[src/core/wdt_regs.vh]
`ifndef WDT_REGS_VH
`define WDT_REGS_VH

// register offsets on the plain register port
`define WDT_OFS_KEY        8'h00
`define WDT_OFS_COUNT      8'h04
`define WDT_OFS_STATUS     8'h08
`define WDT_OFS_CONTROL    8'h0C
`define WDT_OFS_OPTION     8'h10

// refresh key value
`define WDT_KEY_VALUE      8'hAC

// option byte field positions
`define WDT_OPT_RUN_BIT    4
`define WDT_OPT_WIN_HI     6
`define WDT_OPT_WIN_LO     5
`define WDT_OPT_OVF_HI     3
`define WDT_OPT_OVF_LO     1
`define WDT_OPT_STBY_BIT   0

// window select codes
`define WDT_WIN_50         2'h1
`define WDT_WIN_75         2'h2
`define WDT_WIN_100        2'h3

// overflow limits, slow clock periods, codes 0 to 7
`define WDT_OVF_LIM0       17'h00040
`define WDT_OVF_LIM1       17'h00080
`define WDT_OVF_LIM2       17'h00100
`define WDT_OVF_LIM3       17'h00200
`define WDT_OVF_LIM4       17'h00800
`define WDT_OVF_LIM5       17'h02000
`define WDT_OVF_LIM6       17'h04000
`define WDT_OVF_LIM7       17'h10000

// status bit positions
`define WDT_ST_RUNNING     0
`define WDT_ST_WIN_OPEN    1
`define WDT_ST_ABNORMAL    2
`define WDT_ST_OVERFLOW    3
`define WDT_ST_INTERVAL    4

// control bit positions and reset values
`define WDT_CTL_IRQ_EN     0
`define WDT_CTL_RESET      8'h00
`define WDT_CTL_IRQ_RST    1'b0

// nominal slow oscillator rate in Hz
`define WDT_SLOW_HZ        15000

`endif

[src/core/wdt_sync.v]
`timescale 1ns/10ps
module wdt_sync (
   input  wire clock,
   input  wire rst_b,
   input  wire async_in,
   output reg  sync_out
);
   reg stage1;

   always @(posedge clock) begin
      if (!rst_b) begin
         stage1   <= 1'b0;
         sync_out <= 1'b0;
      end else begin
         stage1   <= async_in;
         sync_out <= stage1;
      end
   end
endmodule // wdt_sync

[src/core/wdt_watchdog.v]
//
// Operation
// - counter advances on the slow oscillator clock, not on the system clock
// - counter runs only when option run enable bit 4 is 1
// - overflow time selectable: 2^6,7,8,9,11,13,14,16 slow periods
// - interval interrupt at 75% of overflow time plus half slow period
// - open window is final 50%, 75% or 100% of each period
// - key AC written in open window clears counter, counting resumes
// - key written in closed window flags abnormality and requests reset
// - reaching overflow without refresh asserts internal reset request
// - three-bit overflow select field in option byte, ascending codes
// - option bits 6 and 5 select window open period
// - standby bit 0 stops counter during halt, stop or snooze
// - standby bit 0 forces window open period to 100%
//
`timescale 1ns/10ps
`include "wdt_regs.vh"
module wdt_watchdog (
   input  wire        clock,
   input  wire        rst_b,
   input  wire [7:0]  option_byte,
   input  wire        slow_osc_clock,
   input  wire        standby_mode,
   input  wire [7:0]  reg_addr,
   input  wire [31:0] reg_wdata,
   input  wire        reg_write,
   input  wire        reg_read,
   output reg  [31:0] reg_rdata,
   output reg         wdt_reset_req,
   output reg         wdt_reset_window,
   output reg         interval_irq
);
   localparam PH_WATCH = 3'b001;
   localparam PH_OVF   = 3'b010;
   localparam PH_ABN   = 3'b100;

   reg  [7:0]  option_q;
   reg  [16:0] count;
   reg  [16:0] next_count;
   reg         slow_prev;
   reg         irq_en;
   reg         interval_done;
   reg         next_interval_done;
   reg         interval_flag;
   reg         interval_hit;
   reg  [16:0] ovf_lim;
   reg  [16:0] open_from;
   reg  [1:0]  win_sel;
   reg  [2:0]  phase;
   reg  [2:0]  next_phase;
   reg  [31:0] status_word;
   reg  [31:0] next_rdata;
   reg         counting;
   reg         window_open;
   reg         key_write;
   reg         refresh_ok;
   reg         refresh_bad;
   reg         at_overflow;
   wire        slow_sync;
   wire        standby_sync;
   wire        slow_rise;
   wire        slow_fall;
   wire        run_enable;
   wire        stby_run;
   wire        tick;
   wire [16:0] three_quarter;
   wire [2:0]  ovf_sel;

   // both pins are outside the clock domain
   wdt_sync u_slow_sync (
      .clock    (clock),
      .rst_b    (rst_b),
      .async_in (slow_osc_clock),
      .sync_out (slow_sync)
   );

   wdt_sync u_stby_sync (
      .clock    (clock),
      .rst_b    (rst_b),
      .async_in (standby_mode),
      .sync_out (standby_sync)
   );

   always @(posedge clock) begin
      if (!rst_b) begin
         slow_prev <= 1'b0;
      end else begin
         slow_prev <= slow_sync;
      end
   end

   // edges of the slow clock become one-cycle enables
   assign slow_rise = slow_sync & ~slow_prev;
   assign slow_fall = ~slow_sync & slow_prev;

   // option byte is loaded while reset is held, frozen afterwards
   always @(posedge clock) begin
      if (!rst_b) begin
         option_q <= option_byte;
      end
   end

   assign run_enable = option_q[`WDT_OPT_RUN_BIT];
   assign stby_run   = option_q[`WDT_OPT_STBY_BIT];
   assign ovf_sel    = option_q[`WDT_OPT_OVF_HI:`WDT_OPT_OVF_LO];

   always @* begin
      case (ovf_sel)
         3'h0:    ovf_lim = `WDT_OVF_LIM0;
         3'h1:    ovf_lim = `WDT_OVF_LIM1;
         3'h2:    ovf_lim = `WDT_OVF_LIM2;
         3'h3:    ovf_lim = `WDT_OVF_LIM3;
         3'h4:    ovf_lim = `WDT_OVF_LIM4;
         3'h5:    ovf_lim = `WDT_OVF_LIM5;
         3'h6:    ovf_lim = `WDT_OVF_LIM6;
         default: ovf_lim = `WDT_OVF_LIM7;
      endcase
   end

   // window forced fully open whenever the standby bit is 0, in or out of standby
   always @* begin
      if (!stby_run) begin
         win_sel = `WDT_WIN_100;
      end else begin
         win_sel = option_q[`WDT_OPT_WIN_HI:`WDT_OPT_WIN_LO];
      end
   end

   // open part sits at the end of each period
   always @* begin
      case (win_sel)
         `WDT_WIN_50: open_from = ovf_lim >> 1;
         `WDT_WIN_75: open_from = ovf_lim >> 2;
         default:     open_from = 17'h00000;
      endcase
   end

   assign three_quarter = ovf_lim - (ovf_lim >> 2);

   // stopped in low-power modes only when standby bit is 0
   always @* begin
      counting = run_enable & ~wdt_reset_req;
      if (standby_sync & ~stby_run) begin
         counting = 1'b0;
      end
   end

   assign tick = counting & slow_rise;

   // a tripped watchdog ignores further keys until system reset
   always @* begin
      window_open = (count >= open_from);
      key_write   = 1'b0;
      if (reg_write & (reg_addr == `WDT_OFS_KEY)) begin
         key_write = (reg_wdata[7:0] == `WDT_KEY_VALUE);
      end
      refresh_ok  = 1'b0;
      refresh_bad = 1'b0;
      if (key_write & run_enable & ~wdt_reset_req) begin
         refresh_ok  = window_open;
         refresh_bad = ~window_open;
      end
      at_overflow = tick & ((count + 17'h00001) == ovf_lim);
   end

   always @* begin
      next_count = count;
      if (refresh_ok) begin
         next_count = 17'h00000;
      end else if (tick) begin
         next_count = count + 17'h00001;
      end
   end

   always @(posedge clock) begin
      if (!rst_b) begin
         count <= 17'h00000;
      end else begin
         count <= next_count;
      end
   end

   // one-hot trip phase; the request holds until the system reset answers it
   always @* begin
      next_phase = phase;
      case (phase)
         PH_WATCH: begin
            if (refresh_bad) begin
               next_phase = PH_ABN;
            end else if (at_overflow & ~refresh_ok) begin
               next_phase = PH_OVF;
            end
         end
         PH_OVF: begin
            next_phase = PH_OVF;
         end
         PH_ABN: begin
            next_phase = PH_ABN;
         end
         default: begin
            next_phase = PH_WATCH;
         end
      endcase
   end

   always @(posedge clock) begin
      if (!rst_b) begin
         phase            <= PH_WATCH;
         wdt_reset_req    <= 1'b0;
         wdt_reset_window <= 1'b0;
      end else begin
         phase            <= next_phase;
         wdt_reset_req    <= (next_phase != PH_WATCH);
         wdt_reset_window <= (next_phase == PH_ABN);
      end
   end

   // interval fires on the falling edge after the 75% point: half a period later
   always @* begin
      interval_hit = counting & slow_fall & ~interval_done & ~refresh_ok
                     & (count >= three_quarter);
      next_interval_done = interval_done;
      if (refresh_ok) begin
         next_interval_done = 1'b0;
      end else if (interval_hit) begin
         next_interval_done = 1'b1;
      end
   end

   always @(posedge clock) begin
      if (!rst_b) begin
         interval_done <= 1'b0;
      end else begin
         interval_done <= next_interval_done;
      end
   end

   always @(posedge clock) begin
      if (!rst_b) begin
         interval_irq <= 1'b0;
      end else begin
         interval_irq <= interval_hit & irq_en;
      end
   end

   // set wins over a clear in the same cycle
   always @(posedge clock) begin
      if (!rst_b) begin
         interval_flag <= 1'b0;
      end else if (interval_hit) begin
         interval_flag <= 1'b1;
      end else if (reg_write & (reg_addr == `WDT_OFS_STATUS)
                   & reg_wdata[`WDT_ST_INTERVAL]) begin
         interval_flag <= 1'b0;
      end
   end

   always @(posedge clock) begin
      if (!rst_b) begin
         irq_en <= `WDT_CTL_IRQ_RST;
      end else if (reg_write & (reg_addr == `WDT_OFS_CONTROL)) begin
         irq_en <= reg_wdata[`WDT_CTL_IRQ_EN];
      end
   end

   always @* begin
      status_word                    = 32'h00000000;
      status_word[`WDT_ST_RUNNING]   = counting;
      status_word[`WDT_ST_WIN_OPEN]  = window_open;
      status_word[`WDT_ST_ABNORMAL]  = wdt_reset_window;
      status_word[`WDT_ST_OVERFLOW]  = wdt_reset_req;
      status_word[`WDT_ST_INTERVAL]  = interval_flag;
   end

   always @* begin
      next_rdata = 32'h00000000;
      if (reg_read) begin
         case (reg_addr)
            `WDT_OFS_COUNT:   next_rdata = {15'h0000, count};
            `WDT_OFS_STATUS:  next_rdata = status_word;
            `WDT_OFS_CONTROL: next_rdata = {31'h00000000, irq_en};
            `WDT_OFS_OPTION:  next_rdata = {24'h000000, option_q};
            default:          next_rdata = 32'h00000000;
         endcase
      end
   end

   // read data stand only in the cycle after the strobe
   always @(posedge clock) begin
      if (!rst_b) begin
         reg_rdata <= 32'h00000000;
      end else begin
         reg_rdata <= next_rdata;
      end
   end
endmodule // wdt_watchdog

[config.mk]
export PLATFORM = sky130hd
export DESIGN_NAME = wdt_watchdog
export DESIGN_NICKNAME = d
export VERILOG_FILES = /design/src/core/wdt_sync.v /design/src/core/wdt_watchdog.v
export VERILOG_INCLUDE_DIRS = /design/src /design/src/core
export SDC_FILE = /design/constraint.sdc
export NUM_CORES = 1
export LEC_CHECK = 0
export CELL_PAD_IN_SITES_DETAIL_PLACEMENT = 1
export CELL_PAD_IN_SITES_GLOBAL_PLACEMENT = 2
export CORE_UTILIZATION = 40
export DETAILED_ROUTE_END_ITERATION = 10
export DONT_BUFFER_PORTS = 1
export MAX_ROUTING_LAYER = met4
export PLACE_DENSITY_LB_ADDON = 0.1
export SYNTH_ARGS = -nofsm -noshare
export SYNTH_HDL_FRONTEND = slang
export SYNTH_HIERARCHICAL = 1
export SYNTH_SLANG_ARGS = --single-unit
[constraint.sdc]
create_clock -name clock -period 5.2 [get_ports clock]
set_clock_uncertainty 0.2 [all_clocks]
set_input_delay 0.52 -clock clock [delete_from_list [all_inputs] [get_ports clock]]
set_output_delay 0.52 -clock clock [all_outputs]
set_load 0.01 [all_outputs]
==> results_dict.tcl <==
set metrics [dict create \
    rsz0062_at_grt "false" \
    synth_top_area_share_pct 26.3 \
    ys_ff_latch 56 \
    viasPerCell 5.65 \
    tightest_slew_ns 0.915 \
    cts_resized 0 \
    cts_tree "done" \
    cts_buffers 5 \
    drc 4 \
    crit_path_end "interval_done" \
    antenna_left 0 \
    cp_slowest_cell "edfxtp_1" \
    die_x_um 97.6 \
    required_ns 5.24 \
    initial_core_util_pct 41.5 \
    ys_top_cells_by_count "dfxtp_1 (48), nor2_1 (42), ha_1 (33)" \
    syn_area_um2 3660 \
    antenna_found_initial 0 \
    multiInputGateArea_um2 2220 \
    syn-instance-count 421 \
    hold_violations 0 \
    p_leak_nw 1.42 \
    maxCapViolations 0 \
    cp-start-kind "register" \
    first_iter_violations 92 \
    first_pass_iters 7 \
    grt_pass1_vias 2998 \
    place_hpwl_mm 7.18 \
    async_flop_share_pct 0 \
    fin_util_pct 42.5 \
    fin_ws_ns 1.03 \
    pin_count 89 \
    hold_path.class "input port to register" \
    grt_overflow 0 \
    drt-total-wl_mm 9.35 \
    setup_viol 0 \
    hold_path_startpoint "rst_b" \
    crit_chain "nor3b_1 > inv_1 > ha_1 > inv_1 > a21oi_1 > a21o_1 > a21oi_1 > nand2_1 > ha_1 > and2_1 > nand4_1 > nor4_1 > a211oi_1 > o21ai_0 > o21ai_0 > a21oi_1" \
    top_usage_layer "met2" \
    p_per_area_nw_per_um2 221 \
    yosysTopAreaCell "dfxtp_1" \
    crit_fanout 17 \
    die-area_um2 9530 \
    fp.dieH_um 97.6 \
    met2_usage_pct 36.0 \
    coreArea_um2 8810 \
    seqCellArea_um2 1200 \
    fill_cells 1051 \
    cp-end-kind "register" \
    hold_slack_ns 0.0830 \
    io_buffer_count 0 \
    avgSynthCellArea_um2 8.69 \
    reg2reg_from "option_q[3]" \
    yosysWarnings 6 \
    ys_types 58 \
    pre_cts_slack_ns 1.07 \
    antenna_cells 0 \
    relSlewSlack_pct 38.2 \
    clkTransAtPathRegs_ns 0.10 \
    crit_path_frequent_cell "a21oi_1" \
    hold_buffers 0 \
    path_class "register to register" \
    arrival_ns 4.21 \
    clk-insertion-delay-late_ns 0.31 \
    setup-tns-final_ns 0 \
    use_met3_pct 3.09 \
    syn2layout_area_growth_pct 2.26 \
    yosysSeqAreaShare_pct 32.8 \
    slew_viol_final 0 \
    rows 34 \
    htree_num_levels 2 \
    rr_worst_depth 16 \
    avgRoutedWirePerCell_um 18.0 \
    cts_buffer_depth 2 \
    r2r-end "interval_done" \
    ir_worst_vdd_v 0.000107 \
    grt_usage_pct 21.2 \
    ff2ff_setup_slack_ns 1.03 \
    clock-sinks 56 \
    period_needed_ns 4.17 \
    drive_gt1_share_pct 5.60 \
    status "complete, but fails checks" \
    synth-edff-count 8 \
    use_met1_pct 25.7 \
    critical_path.startpoint "option_q[3]" \
    cts_root_buf "clkbuf_8" \
    vias 2934 \
    max_stage_delay_ns 0.65 \
    post_cts_buffers 0 \
    grt_max_degree 19 \
    synthFlopType "dfxtp_1" \
    fmax_mhz 240 \
    synth.most_common_cell "dfxtp_1" \
    layout.nets 497 \
    violations "design-rule violations" \
    synthTopCellsByArea "dfxtp_1 (26%), ha_1 (11%), edfxtp_1 (6.6%)" \
    finalCritPeriodShare_pct 80.3 \
    gp_congestion 0.801 \
    grt_first_pass_wirelength_mm 15.4 \
]
[area by class of cell]
| cell class | count | share of cell area [%] |
|---|---|---|
| clock buffer | 6 | 2.21 |
| clock inverter | 2 | 0.368 |
| inverter | 22 | 2.21 |
| multi-input combinational | 324 | 59.3 |
| sequential | 56 | 32.1 |
| tap | 108 | 3.61 |
| timing repair buffer | 1 | 0.201 |
[registers in the layout, indices dropped and copies added, names as in the netlist]
register and count:
count 17, interval_flag 1, u_stby_sync/stage1 1, irq_en 1
u_stby_sync/sync_out 1, phase 3, slow_prev 1, wdt_reset_req 1
reg_rdata 17, wdt_reset_window 1, option_q 8, u_slow_sync/sync_out 1
interval_done 1, interval_irq 1, u_slow_sync/stage1 1
[cells by family after synthesis]
family	after synthesis	synth area share (%)
other	1	0.103
xor gates and xnor gates	33	7.90
buffers and inverters	55	7.97
muxes	6	1.64
and+or+nand+nor	175	26.3
adders and majority gates	33	11.3
AOI/OAI and AO/OA	62	11.9
DFF	56	32.8
[layer usage]
layer,vias to the layer above,wire length [um]
met3,18,335
met5,-,0
met2,70,4560
li1,1437,-
met1,1409,4230
met4,0,217
[critical path, delay by kind of cell, from the launching register on]
kind            cells  cell delay, ns
compound gates      7            1.30
fa+ha+maj           2            0.51
buf+inv             2            0.18
flops               1            0.65
simple gates        5            1.27
[how the worst min path moves through the flow]
stage	end	slack, ns	cells after the start
after global routing	phase[0]	0.07	1
final	phase[0]	0.08	1
after floorplan	u_slow_sync/sync_out	0.21	1
after global placement	u_slow_sync/sync_out	0.21	1
after CTS	phase[0]	0.08	1
after detailed placement	u_slow_sync/sync_out	0.22	1
[cells in the final DEF, fill, tap and decap left out, types with 5 or more instances in the layout]
cell type	synthesis	layout
mux2i_1	6	6
nand3_1	14	14
xnor2_1	26	26
xor2_1	7	7
o21ai_0	8	8
nand4_1	13	13
and3_1	5	5
nand2b_1	5	5
a21o_1	6	6
and2_1	17	17
nor4_1	8	8
a21oi_1	15	15
ha_1	33	33
nor2_1	42	42
edfxtp_1	8	8
nor2b_1	9	9
a22oi_1	6	6
conb_1	1	15
inv_1	22	22
dfxtp_1	48	48
clkbuf_8	0	6
nor3_1	10	10
nand2_1	26	26
[through the flow]
stage / instances / instance area (um2) / total power, mW
global placement: 511 / 3640 / 0.572
floorplan: 435 / 3710 / 0.558
finish: 519 / 3740 / 0.825
CTS: 519 / 3740 / 0.835
global route: 519 / 3740 / 0.862
detailed placement: 511 / 3640 / 0.575
[power by group]
group / internal [mW] / leakage, nW / switching (mW)
Clock: 0.110 / 0.0516 / 0.150
Sequential: 0.446 / 0.466 / 0.0108
Combinational: 0.0427 / 0.900 / 0.0653
Total: 0.598 / 1.42 / 0.226
No activity file was read; power rests on OpenSTA's default activity.
